===== src/hw/lpm_pkg.sv =====
// Purpose: shared constants and types for the light/proximity measurement block
// Assumes: 40 MHz clock, 8-bit register port already decoded from the two-wire bus
// Notes:   offsets are the register addresses of the device
package lpm_pkg;

  // ---------------------------------------------------------------
  // clock and timing
  // ---------------------------------------------------------------
  localparam int unsigned CLK_PERIOD_NS     = 25;
  localparam int unsigned EMIT_PULSE_NS     = 1000;
  localparam int unsigned PROX_MEAS_NS      = 10000;
  localparam int unsigned AMB_MEAS_NS       = 100000;
  localparam int unsigned RATE_UNIT_NS      = 10000000;
  localparam int unsigned EMIT_PULSE_CYC    = (EMIT_PULSE_NS + CLK_PERIOD_NS - 1) / CLK_PERIOD_NS;
  localparam int unsigned PROX_MEAS_CYC     = (PROX_MEAS_NS + CLK_PERIOD_NS - 1) / CLK_PERIOD_NS;
  localparam int unsigned AMB_MEAS_CYC      = (AMB_MEAS_NS + CLK_PERIOD_NS - 1) / CLK_PERIOD_NS;
  localparam int unsigned RATE_UNIT_CYC_DEF = RATE_UNIT_NS / CLK_PERIOD_NS;

  // ---------------------------------------------------------------
  // register offsets
  // ---------------------------------------------------------------
  localparam logic [7:0] ADDR_AMB_CTL   = 8'h40;
  localparam logic [7:0] ADDR_PROX_CTL  = 8'h41;
  localparam logic [7:0] ADDR_LED_SEL   = 8'h42;
  localparam logic [7:0] ADDR_EMITTER_THREE      = 8'h43;
  localparam logic [7:0] ADDR_TRIG      = 8'h44;
  localparam logic [7:0] ADDR_PROX_RATE = 8'h45;
  localparam logic [7:0] ADDR_AMB_RATE  = 8'h46;
  localparam logic [7:0] ADDR_AMB_D0    = 8'h4C;
  localparam logic [7:0] ADDR_AMB_D1    = 8'h4D;
  localparam logic [7:0] ADDR_STATUS    = 8'h4E;
  localparam logic [7:0] ADDR_PROX_D1   = 8'h4F;
  localparam logic [7:0] ADDR_PROX_D2   = 8'h50;
  localparam logic [7:0] ADDR_PROX_D3   = 8'h51;
  localparam logic [7:0] ADDR_INT_SET   = 8'h52;
  localparam logic [7:0] ADDR_PROX_HI1  = 8'h53;
  localparam logic [7:0] ADDR_PROX_HI2  = 8'h54;
  localparam logic [7:0] ADDR_PROX_HI3  = 8'h55;
  localparam logic [7:0] ADDR_AMB_UP0   = 8'h56;
  localparam logic [7:0] ADDR_AMB_UP1   = 8'h57;
  localparam logic [7:0] ADDR_AMB_LO0   = 8'h58;
  localparam logic [7:0] ADDR_AMB_LO1   = 8'h59;
  localparam logic [7:0] ADDR_PERSIST   = 8'h5B;
  localparam logic [7:0] ADDR_PROX_LO1  = 8'h5C;
  localparam logic [7:0] ADDR_PROX_LO2  = 8'h5D;
  localparam logic [7:0] ADDR_PROX_LO3  = 8'h5E;

  // ---------------------------------------------------------------
  // reset values and field positions
  // ---------------------------------------------------------------
  localparam logic [7:0]  RST_ZERO      = 8'h00;
  localparam logic [7:0]  RST_LED_SEL   = 8'h1B;
  localparam logic [7:0]  RST_EMITTER_THREE      = 8'h03;
  localparam logic [7:0]  RST_PROX_RATE = 8'h05;
  localparam logic [7:0]  RST_PROX_HI   = 8'hFF;
  localparam logic [15:0] RST_AMB_UP    = 16'hFFFF;
  localparam logic [15:0] RST_AMB_LO    = 16'h0000;
  localparam logic [1:0]  MODE_FORCED   = 2'b10;
  localparam logic [1:0]  MODE_ALONE    = 2'b11;
  localparam int unsigned BIT_PROX_TRIG = 0;
  localparam int unsigned BIT_AMB_TRIG  = 1;
  localparam int unsigned BIT_PROX_EN   = 0;
  localparam int unsigned BIT_AMB_EN    = 1;
  localparam int unsigned BIT_LATCH     = 2;
  localparam int unsigned BIT_HYST      = 4;
  localparam int unsigned BIT_RATE_DIS  = 7;
  localparam int unsigned BIT_ST_PROX   = 7;
  localparam int unsigned BIT_ST_AMB    = 6;

  // ---------------------------------------------------------------
  // carriers and states
  // ---------------------------------------------------------------
  typedef struct packed {
    logic       wr;
    logic       rd;
    logic [7:0] addr;
    logic [7:0] wdata;
  } lpm_reg_req_t;

  typedef struct packed {
    logic [15:0]     amb;
    logic [2:0][7:0] prox;
  } lpm_samples_t;

  typedef enum logic [1:0] {
    P_IDLE = 2'b00,
    P_EMIT = 2'b01,
    P_CONV = 2'b10,
    P_WAIT = 2'b11
  } lpm_prox_st_t;

  typedef enum logic [1:0] {
    A_IDLE = 2'b00,
    A_MEAS = 2'b01,
    A_WAIT = 2'b10
  } lpm_amb_st_t;

endpackage


===== src/hw/lpm_meas_irq.sv =====
// Purpose: measurement sequencer, emitter drive and threshold interrupt logic
// Assumes: register port decoded upstream; converter samples valid at end of measure
// Notes:   open-drain pins drive low only; enables are low while driving
`timescale 1ns/1ps
`default_nettype none

// What this block does
// - writing a measuring mode to proximity control starts proximity measuring at once.
// - drive emitters chosen by 42h; with emitter two off, three follows one directly.
// - forced proximity runs once, then clears its trigger bit.
// - stand-alone proximity repeats with the interval from proximity rate.
// - writing a measuring mode to ambient control starts ambient measuring.
// - forced ambient runs once, then clears its trigger bit.
// - stand-alone ambient repeats with the interval from ambient rate.
// - ambient rate disable bit high gives back-to-back ambient measurements.
// - interrupt state shows on the open-drain pin and in the status register.
// - interrupt setting bits 1:0 at zero keep the pin inactive.
// - thresholds come from the ambient and per-emitter proximity threshold registers.
// - proximity low thresholds apply only with the hysteresis bit set.
// - without hysteresis proximity interrupt follows the high threshold both ways.
// - with hysteresis it sets above high, clears only below low.
// - latched interrupt holds until the measurement after an interrupt setting read.
// - persistence needs the condition over consecutive measurements before changing.
// - persistent proximity interrupt changes only on steady results, or read-then-measure.
// - ambient interrupt is active outside the threshold window, inactive within.
// - persistent ambient interrupt changes only after steady out or in results, or read-then-measure.
// - mode field 0X standby, 10 forced, 11 stand-alone.
// - trigger during a running measurement starts nothing; only forced and idle.
module lpm_meas_irq #(
  parameter int unsigned RATE_UNIT_CYC = lpm_pkg::RATE_UNIT_CYC_DEF
) (
  input  wire logic                  clk_in,
  input  wire logic                  nrst_in,
  input  wire lpm_pkg::lpm_reg_req_t req_in,
  output var  logic [7:0]            rdata_out,
  input  wire lpm_pkg::lpm_samples_t samples_in,
  input  wire logic [2:0]            emitter_in,
  output var  logic [2:0]            emitter_out,
  output var  logic [2:0]            emitter_oe_n_out,
  input  wire logic                  int_in,
  output var  logic                  int_out,
  output var  logic                  int_oe_n_out
);
  import lpm_pkg::*;

  // ---------------------------------------------------------------
  // state
  // ---------------------------------------------------------------
  typedef struct packed {
    logic [7:0]      amb_ctl;
    logic [7:0]      prox_ctl;
    logic [7:0]      led_sel;
    logic [7:0]      emitter_three;
    logic [7:0]      trig;
    logic [7:0]      prox_rate;
    logic [7:0]      amb_rate;
    logic [7:0]      int_set;
    logic [7:0]      persist;
    logic [2:0][7:0] prox_hi;
    logic [2:0][7:0] prox_lo;
    logic [15:0]     amb_up;
    logic [15:0]     amb_lo;
    logic [15:0]     amb_data;
    logic [2:0][7:0] prox_data;
    lpm_prox_st_t    pst;
    logic [1:0]      pled;
    logic [31:0]     pcnt;
    lpm_amb_st_t     ast;
    logic [31:0]     acnt;
    logic            prox_int;
    logic            amb_int;
    logic            prox_rd;
    logic            amb_rd;
    logic [3:0]      ppc;
    logic [3:0]      apc;
    logic [7:0]      rdata;
    logic [2:0]      led_oe_n;
    logic            pin_lvl;
    logic            int_oe_n;
  } lpm_state_t;

  lpm_state_t q;
  lpm_state_t next_q;
  logic       p_done;
  logic       a_done;
  logic [2:0] led_mask;
  logic [2:0] p_above;
  logic [2:0] p_below;
  logic       a_out;
  logic       a_in;
  logic [4:0] p_step;
  logic [4:0] a_step;
  logic       wr_trig;
  logic       wr_int;
  logic [1:0] pmode;
  logic [1:0] amode;

  // ---------------------------------------------------------------
  // interrupt state step
  // ---------------------------------------------------------------
  // returns {new state, new persistence count}
  function automatic logic [4:0] int_step(input logic       act,
                                          input logic       want,
                                          input logic       latch,
                                          input logic       rdseen,
                                          input logic [3:0] pc,
                                          input logic [3:0] need);
    logic [3:0] n;
    n = (need == 4'h0) ? 4'h1 : need;
    if (act && latch && !rdseen) begin
      int_step = {1'b1, 4'h0};
    end else if (act && latch && rdseen) begin
      int_step = {want, 4'h0};
    end else if (want == act) begin
      int_step = {act, 4'h0};
    end else if (pc + 4'h1 >= n) begin
      int_step = {want, 4'h0};
    end else begin
      int_step = {act, pc + 4'h1};
    end
  endfunction

  // ---------------------------------------------------------------
  // comparisons
  // ---------------------------------------------------------------
  assign pmode    = q.prox_ctl[1:0];
  assign amode    = q.amb_ctl[1:0];
  assign led_mask = {q.led_sel[7], q.led_sel[6], 1'b1};

  for (genvar i = 0; i < 3; i++) begin : g_cmp
    assign p_above[i] = led_mask[i] && (samples_in.prox[i] > q.prox_hi[i]);
    assign p_below[i] = !led_mask[i] ||
        (samples_in.prox[i] < (q.int_set[BIT_HYST] ? q.prox_lo[i] : q.prox_hi[i]));
  end

  assign a_out = (samples_in.amb > q.amb_up) || (samples_in.amb < q.amb_lo);
  assign a_in  = !a_out;

  // ---------------------------------------------------------------
  // next state
  // ---------------------------------------------------------------
  always_comb begin
    next_q  = q;
    p_done  = 1'b0;
    a_done  = 1'b0;
    wr_trig = req_in.wr && (req_in.addr == ADDR_TRIG);
    wr_int  = req_in.wr && (req_in.addr == ADDR_INT_SET);
    p_step  = {q.prox_int, q.ppc};
    a_step  = {q.amb_int, q.apc};

    // proximity sequencer
    case (q.pst)
      P_IDLE: begin
        if (pmode == MODE_ALONE ||
            (pmode == MODE_FORCED && q.trig[BIT_PROX_TRIG])) begin
          next_q.pst      = P_EMIT;
          next_q.pled     = 2'h0;
          next_q.pcnt     = 32'(EMIT_PULSE_CYC - 1);
          next_q.led_oe_n = 3'b110;
        end
      end
      P_EMIT: begin
        if (q.pcnt == 32'h0) begin
          if (q.pled == 2'h0 && led_mask[1]) begin
            next_q.pled     = 2'h1;
            next_q.pcnt     = 32'(EMIT_PULSE_CYC - 1);
            next_q.led_oe_n = 3'b101;
          end else if (q.pled != 2'h2 && led_mask[2]) begin
            next_q.pled     = 2'h2;
            next_q.pcnt     = 32'(EMIT_PULSE_CYC - 1);
            next_q.led_oe_n = 3'b011;
          end else begin
            next_q.pst      = P_CONV;
            next_q.pcnt     = 32'(PROX_MEAS_CYC - 1);
            next_q.led_oe_n = 3'b111;
          end
        end else begin
          next_q.pcnt = q.pcnt - 32'h1;
        end
      end
      P_CONV: begin
        if (q.pcnt == 32'h0) begin
          p_done           = 1'b1;
          next_q.prox_data = samples_in.prox;
          if (pmode == MODE_ALONE) begin
            next_q.pst  = P_WAIT;
            next_q.pcnt = 32'(({28'h0, q.prox_rate[3:0]} + 32'h1) * 32'(RATE_UNIT_CYC) - 32'h1);
          end else begin
            next_q.pst                = P_IDLE;
            next_q.trig[BIT_PROX_TRIG] = 1'b0;
          end
        end else begin
          next_q.pcnt = q.pcnt - 32'h1;
        end
      end
      P_WAIT: begin
        if (pmode != MODE_ALONE || q.pcnt == 32'h0) begin
          next_q.pst = P_IDLE;
        end else begin
          next_q.pcnt = q.pcnt - 32'h1;
        end
      end
      default: next_q.pst = P_IDLE;
    endcase

    // ambient sequencer
    case (q.ast)
      A_IDLE: begin
        if (amode == MODE_ALONE ||
            (amode == MODE_FORCED && q.trig[BIT_AMB_TRIG])) begin
          next_q.ast  = A_MEAS;
          next_q.acnt = 32'(AMB_MEAS_CYC - 1);
        end
      end
      A_MEAS: begin
        if (q.acnt == 32'h0) begin
          a_done          = 1'b1;
          next_q.amb_data = samples_in.amb;
          if (amode == MODE_ALONE && q.amb_rate[BIT_RATE_DIS]) begin
            next_q.acnt = 32'(AMB_MEAS_CYC - 1);
          end else if (amode == MODE_ALONE) begin
            next_q.ast  = A_WAIT;
            next_q.acnt = 32'(({28'h0, q.amb_rate[3:0]} + 32'h1) * 32'(RATE_UNIT_CYC) - 32'h1);
          end else begin
            next_q.ast               = A_IDLE;
            next_q.trig[BIT_AMB_TRIG] = 1'b0;
          end
        end else begin
          next_q.acnt = q.acnt - 32'h1;
        end
      end
      A_WAIT: begin
        if (amode != MODE_ALONE || q.acnt == 32'h0) begin
          next_q.ast = A_IDLE;
        end else begin
          next_q.acnt = q.acnt - 32'h1;
        end
      end
      default: next_q.ast = A_IDLE;
    endcase

    // interrupt evaluation once per result
    if (p_done) begin
      p_step = int_step(q.prox_int,
                        q.prox_int ? !(&p_below) : (|p_above),
                        q.int_set[BIT_LATCH], q.prox_rd, q.ppc, q.persist[3:0]);
      next_q.prox_int = p_step[4];
      next_q.ppc      = p_step[3:0];
      next_q.prox_rd  = 1'b0;
    end
    if (a_done) begin
      a_step = int_step(q.amb_int, q.amb_int ? !a_in : a_out,
                        q.int_set[BIT_LATCH], q.amb_rd, q.apc, q.persist[3:0]);
      next_q.amb_int = a_step[4];
      next_q.apc     = a_step[3:0];
      next_q.amb_rd  = 1'b0;
    end

    // register writes
    if (req_in.wr) begin
      case (req_in.addr)
        ADDR_AMB_CTL: begin
          next_q.amb_ctl = req_in.wdata;
          if (req_in.wdata[1:0] == MODE_FORCED) begin
            next_q.trig[BIT_AMB_TRIG] = 1'b1;
          end
        end
        ADDR_PROX_CTL: begin
          next_q.prox_ctl = req_in.wdata;
          if (req_in.wdata[1:0] == MODE_FORCED) begin
            next_q.trig[BIT_PROX_TRIG] = 1'b1;
          end
        end
        ADDR_LED_SEL:   next_q.led_sel      = req_in.wdata;
        ADDR_EMITTER_THREE:      next_q.emitter_three         = req_in.wdata;
        ADDR_TRIG:      next_q.trig         = req_in.wdata;
        ADDR_PROX_RATE: next_q.prox_rate    = req_in.wdata;
        ADDR_AMB_RATE:  next_q.amb_rate     = req_in.wdata;
        ADDR_INT_SET:   next_q.int_set      = req_in.wdata;
        ADDR_PROX_HI1:  next_q.prox_hi[0]   = req_in.wdata;
        ADDR_PROX_HI2:  next_q.prox_hi[1]   = req_in.wdata;
        ADDR_PROX_HI3:  next_q.prox_hi[2]   = req_in.wdata;
        ADDR_AMB_UP0:   next_q.amb_up[7:0]  = req_in.wdata;
        ADDR_AMB_UP1:   next_q.amb_up[15:8] = req_in.wdata;
        ADDR_AMB_LO0:   next_q.amb_lo[7:0]  = req_in.wdata;
        ADDR_AMB_LO1:   next_q.amb_lo[15:8] = req_in.wdata;
        ADDR_PERSIST:   next_q.persist      = req_in.wdata;
        ADDR_PROX_LO1:  next_q.prox_lo[0]   = req_in.wdata;
        ADDR_PROX_LO2:  next_q.prox_lo[1]   = req_in.wdata;
        ADDR_PROX_LO3:  next_q.prox_lo[2]   = req_in.wdata;
        default:        next_q.pin_lvl      = 1'b0;
      endcase
    end

    // register reads; a read of the interrupt setting arms the latch release
    if (req_in.rd) begin
      case (req_in.addr)
        ADDR_AMB_CTL:   next_q.rdata = q.amb_ctl;
        ADDR_PROX_CTL:  next_q.rdata = q.prox_ctl;
        ADDR_LED_SEL:   next_q.rdata = q.led_sel;
        ADDR_EMITTER_THREE:      next_q.rdata = q.emitter_three;
        ADDR_TRIG:      next_q.rdata = q.trig;
        ADDR_PROX_RATE: next_q.rdata = q.prox_rate;
        ADDR_AMB_RATE:  next_q.rdata = q.amb_rate;
        ADDR_AMB_D0:    next_q.rdata = q.amb_data[7:0];
        ADDR_AMB_D1:    next_q.rdata = q.amb_data[15:8];
        ADDR_STATUS: begin
          next_q.rdata              = RST_ZERO;
          next_q.rdata[BIT_ST_PROX] = q.prox_int;
          next_q.rdata[BIT_ST_AMB]  = q.amb_int;
        end
        ADDR_PROX_D1:   next_q.rdata = q.prox_data[0];
        ADDR_PROX_D2:   next_q.rdata = q.prox_data[1];
        ADDR_PROX_D3:   next_q.rdata = q.prox_data[2];
        ADDR_INT_SET: begin
          next_q.rdata   = q.int_set;
          next_q.prox_rd = 1'b1;
          next_q.amb_rd  = 1'b1;
        end
        ADDR_PROX_HI1:  next_q.rdata = q.prox_hi[0];
        ADDR_PROX_HI2:  next_q.rdata = q.prox_hi[1];
        ADDR_PROX_HI3:  next_q.rdata = q.prox_hi[2];
        ADDR_AMB_UP0:   next_q.rdata = q.amb_up[7:0];
        ADDR_AMB_UP1:   next_q.rdata = q.amb_up[15:8];
        ADDR_AMB_LO0:   next_q.rdata = q.amb_lo[7:0];
        ADDR_AMB_LO1:   next_q.rdata = q.amb_lo[15:8];
        ADDR_PERSIST:   next_q.rdata = q.persist;
        ADDR_PROX_LO1:  next_q.rdata = q.prox_lo[0];
        ADDR_PROX_LO2:  next_q.rdata = q.prox_lo[1];
        ADDR_PROX_LO3:  next_q.rdata = q.prox_lo[2];
        default:        next_q.rdata = RST_ZERO;
      endcase
    end

    // open-drain interrupt pin
    next_q.int_oe_n = !((next_q.prox_int && next_q.int_set[BIT_PROX_EN]) ||
                        (next_q.amb_int && next_q.int_set[BIT_AMB_EN]));
  end

  // ---------------------------------------------------------------
  // registers
  // ---------------------------------------------------------------
  always_ff @(posedge clk_in) begin
    if (!nrst_in) begin
      q           <= '0;
      q.led_sel   <= RST_LED_SEL;
      q.emitter_three      <= RST_EMITTER_THREE;
      q.prox_rate <= RST_PROX_RATE;
      q.prox_hi   <= {3{RST_PROX_HI}};
      q.amb_up    <= RST_AMB_UP;
      q.amb_lo    <= RST_AMB_LO;
      q.pst       <= P_IDLE;
      q.ast       <= A_IDLE;
      q.led_oe_n  <= 3'b111;
      q.int_oe_n  <= 1'b1;
    end else begin
      q <= next_q;
    end
  end

  assign rdata_out        = q.rdata;
  assign emitter_out      = {3{q.pin_lvl}};
  assign emitter_oe_n_out = q.led_oe_n;
  assign int_out          = q.pin_lvl;
  assign int_oe_n_out     = q.int_oe_n;

  // ---------------------------------------------------------------
  // checks
  // ---------------------------------------------------------------
  a_prox_trig_clear: assert property (@(posedge clk_in) disable iff (!nrst_in)
    (p_done && pmode == MODE_FORCED && !wr_trig &&
     !(req_in.wr && req_in.addr == ADDR_PROX_CTL)) |=> !q.trig[BIT_PROX_TRIG])
    else $error("proximity trigger not cleared after forced measurement");

  a_amb_trig_clear: assert property (@(posedge clk_in) disable iff (!nrst_in)
    (a_done && amode == MODE_FORCED && !wr_trig &&
     !(req_in.wr && req_in.addr == ADDR_AMB_CTL)) |=> !q.trig[BIT_AMB_TRIG])
    else $error("ambient trigger not cleared after forced measurement");

  a_emit_skip_two: assert property (@(posedge clk_in) disable iff (!nrst_in)
    ($rose(q.led_oe_n[0]) && q.led_sel[7:6] == 2'b10) |-> !q.led_oe_n[2])
    else $error("emitter three did not follow emitter one");

  a_int_cfg_off: assert property (@(posedge clk_in) disable iff (!nrst_in)
    (q.int_set[1:0] == 2'b00 && !wr_int) |=> int_oe_n_out)
    else $error("interrupt pin active while disabled");

  a_int_pin_steady: assert property (@(posedge clk_in) disable iff (!nrst_in)
    (!p_done && !a_done && !wr_int) |=> $stable(int_oe_n_out))
    else $error("interrupt pin changed without a result or setting write");

  a_eval_on_result: assert property (@(posedge clk_in) disable iff (!nrst_in)
    (!p_done && !a_done) |=> ($stable(q.prox_int) && $stable(q.amb_int)))
    else $error("interrupt state changed without a result");

  a_latch_hold: assert property (@(posedge clk_in) disable iff (!nrst_in)
    (q.prox_int && q.int_set[BIT_LATCH] && !q.prox_rd) |=> q.prox_int)
    else $error("latched proximity interrupt dropped without a read");

  a_amb_back2back: assert property (@(posedge clk_in) disable iff (!nrst_in)
    (a_done && amode == MODE_ALONE && q.amb_rate[BIT_RATE_DIS] &&
     !(req_in.wr && req_in.addr == ADDR_AMB_RATE)) |=> (q.ast == A_MEAS)[*3])
    else $error("ambient measurements not back to back");

  a_no_retrigger: assert property (@(posedge clk_in) disable iff (!nrst_in)
    (q.pst == P_CONV && q.pcnt != 32'h0) |=> q.pst == P_CONV)
    else $error("proximity measurement restarted while running");

endmodule
`default_nettype wire


===== config.mk =====
export PLATFORM = sky130hd
export DESIGN_NAME = lpm_meas_irq
export DESIGN_NICKNAME = d
export VERILOG_FILES = /design/src/hw/lpm_pkg.sv /design/src/hw/lpm_meas_irq.sv
export SDC_FILE = /design/constraint.sdc
export NUM_CORES = 1
export LEC_CHECK = 0
export ABC_CLOCK_PERIOD_IN_PS = 14500
export BUFFER_PORTS_ARGS = -buffer_cell sky130_fd_sc_hd__buf_2
export CORE_ASPECT_RATIO = 1.25
export CORE_MARGIN = 2
export CORE_UTILIZATION = 64
export DETAILED_ROUTE_END_ITERATION = 6
export HOLD_SLACK_MARGIN = 0.06
export PLACE_DENSITY = 0.84
export SKIP_LAST_GASP = 1
export SLEW_MARGIN = 20
export SYNTH_ARGS = -nofsm -noshare
export SYNTH_HDL_FRONTEND = slang
export SYNTH_SLANG_ARGS = --single-unit

===== constraint.sdc =====
create_clock -name clk_in -period 14.5 [get_ports clk_in]
set_clock_uncertainty 0.05 [all_clocks]
set_input_delay 2.9 -clock clk_in [delete_from_list [all_inputs] [get_ports clk_in]]
set_output_delay 2.9 -clock clk_in [all_outputs]
set_load 0.01 [all_outputs]

==> metrics.cfg <==
[worst_setup_path]
worst-path-buf-inv=0
critical_path_class=reg2reg
cp-end-kind=register
cp_slowest_cell=or4b_1
crit_chain=ha_1, xor2_1, ha_1, xnor2_1, ha_1, a21o_1, ha_1, ha_1, and3_1, a2111o_1, xnor2_1, a22oi_1, a2111oi_0, o211ai_1, or4b_1, o311ai_0
cpPeakStageDelay_ns=0.73
crit_family=compound AO/OA/AOI/OAI gates
cp.arrival_ns=6.40
path_max_fanout=8
crit_path_start_kind=register
cpMostUsedCell=ha_1
cp_data_required_time_ns=14.93

[yosys]
yosys_warnings=0
synth.area.top_cells=dfxtp_1 (31%), ha_1 (10%), nand2_1 (6.9%)
synth_top_family_by_area=compound AO/OA/AOI/OAI gates
synth-compound-area-share_pct=24.2
ys_ff_latch=286
synth_mux_area_share_pct=2.07
synth_ff_type=dfxtp_1
yosys.area_share.xor_xnor_pct=3.36
synth_area_per_cell_um2=7.79
synthArstFlopShare_pct=0
synthDistinctLibCells=88
syn_area_um2=18700
synth-simple-area-share_pct=23.3
synth_top_area_share_pct=30.6
synth-edff-count=0
synth-seq-area-share_pct=30.6
synth_top_area_cell=dfxtp_1
syn-instance-count=2399
synthAdderAreaFrac_pct=10.7

[route]
vias=19000
post-route-drc-count=0
vias_per_cell=6.80
ant_nets=0
wl_per_cell_um=21.8
drt_pass1_iterations=6
drt_iter0_markers=2262
totalWireLength_um=60900

[place]
gp_congestion=1.02
io_buffers=71
hpwl_um=42500

[worst_hold_path]
min_path_type=reg2reg

[floorplanning]
die_w_um=157
die_h_um=195
dieArea_um2=30600
core_um2=28600
start_util_pct=65.4
std_cell_rows=69
boundaryPins=80

[final_layout]
multiInputGateArea_um2=11900
nets=2599
fin_util_pct=70.7
final-seq-area_um2=5730
fillers=2254
layout-drive-gt1-share_pct=7.79
layout_commonest_cell=nand2_1
layout_common_cells=nand2_1 (345), dfxtp_1 (286), a21oi_1 (221), nand3_1 (160), ha_1 (156)
syn_to_final_growth_pct=8.19

[clock_tree]
cts_made_buffers=30
hold_buffers=0
clk_latency_ns=0.60
clock_path_buffers=3
clock-root-buffer=clkbuf_16
clk_pin_slew_worst_paths_ns=0.07
htreeDepth=1
cts-resized-gates=0
clock_sinks=286
cts_tree=done
post_cts_buffers=0

[sta]
relSlewSlack_pct=26.2
finalHoldViolations=0
worst_pin_slew_ns=1.11
setup_viol_count_final=0
fin_crit_ns=5.97
rsz0062_at_grt=no
min_period_over_period_pct=41.2
setup-tns-final_ns=0
max_freq_mhz=167
drv_slew=0

[global_routing]
antenna_found_initial=1
grt_use_total_pct=39.0
grt_pass1_wl_um=95200
grt_max_degree=101
busiest_layer=met2
grt_pass1_vias=18000
grt_overflow=0
grt.met1_usage_pct=47.0
met3_usage_pct=6.15
grt_util_met2_pct=63.5

[power_and_ir_drop]
peakVddDrop_v=0.000163
power_density_nw_per_um2=118
fin_total_pwr_w=0.00238
power.leakage_nw=8.13

[status]
outcome=finished clean

[job]
maxCapViolations=0

## metal layers
layer  share of wire (%)  wire [um]
met1                  37      22700
met2                  46      27700
met3                 9.1       5570
met4                 8.1       4960
met5                   0          0
## cell families (layout without fill, tap and decap cells)
logic type                 after synthesis  in the layout
and+or+nand+nor                        905            905
AOI/OAI and AO/OA                      680            680
DFF                                    286            286
buffers and inverters                  262            261
adders and majority gates              158            158
xor gates and xnor gates                70             70
muxes                                   37             37
other                                    1              5
## state kept, by name (all words and copies together) (netlist names)
register          count
q                   268
pmode                 2
led_mask              2
rdata_out             8
amode                 2
int_oe_n_out          1
emitter_oe_n_out      3
## metrics by stage
stage	instance area [um^2]	cells	worst slack, ns	hold WS (ns)
2_1_floorplan	18700	2402	9.32	0.379
3_5_place_dp	19100	2735	8.65	0.395
4_1_cts	20200	2791	8.60	0.404
6_report	20200	2792	8.53	0.404
5_1_grt	20200	2791	8.02	0.421
3_3_place_gp	19100	2735	8.75	0.387
## where the power goes
| part | switching (W) | total (W) | leakage [nW] | internal (W) |
|---|---|---|---|---|
| Sequential | 0.0000284 | 0.000837 | 2.31 | 0.000808 |
| Combinational | 0.000452 | 0.000667 | 5.28 | 0.000215 |
| Clock | 0.000354 | 0.000877 | 0.541 | 0.000522 |
| Total | 0.000835 | 0.00238 | 8.13 | 0.00155 |
## layout make-up
type / count / area share, %
clock inverter: 21 / 1.55
sequential: 286 / 28.3
inverter: 108 / 2.03
timing repair buffer: 97 / 2.74
clock buffer: 35 / 3.95
antenna: 1 / 0.0124
multi-input combinational: 1854 / 59.0
tap: 390 / 2.41
## worst register-to-register path: stages, from the launching register on
cell	delay, ns
dfxtp_1	0.62
ha_1	0.34
xor2_1	0.44
ha_1	0.30
xnor2_1	0.10
ha_1	0.18
a21o_1	0.16
ha_1	0.29
ha_1	0.38
and3_1	0.22
a2111o_1	0.48
xnor2_1	0.29
a22oi_1	0.17
a2111oi_0	0.70
o211ai_1	0.25
or4b_1	0.73
o311ai_0	0.16
## path summary, 6_finish.rpt
path | from | to | slack, ns | depth (start not counted)
hold / removal | q[125] | q[125] | 0.40 | 2
setup reg to reg | q[239] | q[90] | 8.53 | 16
hold reg to reg | q[125] | q[125] | 0.40 | 2
setup / recovery | q[239] | q[90] | 8.53 | 16
## cell usage after synthesis, types with 18 or more instances
master / instances
nand2_1: 345
and2_1: 26
nand4_1: 29
nor3_1: 52
o22ai_1: 20
a21o_1: 33
xor2_1: 24
a22o_1: 25
nor2b_1: 18
ha_1: 156
inv_1: 108
mux2i_1: 33
a221oi_1: 33
a22oi_1: 46
nand3_1: 160
or3_1: 20
a21oi_1: 221
nor4_1: 21
dfxtp_1: 286
o21a_1: 19
o211ai_1: 53
o21ai_0: 94
nor2_1: 124
xnor2_1: 45
nand2b_1: 31
clkbuf_1: 124
(Power assumes the default switching activity.)
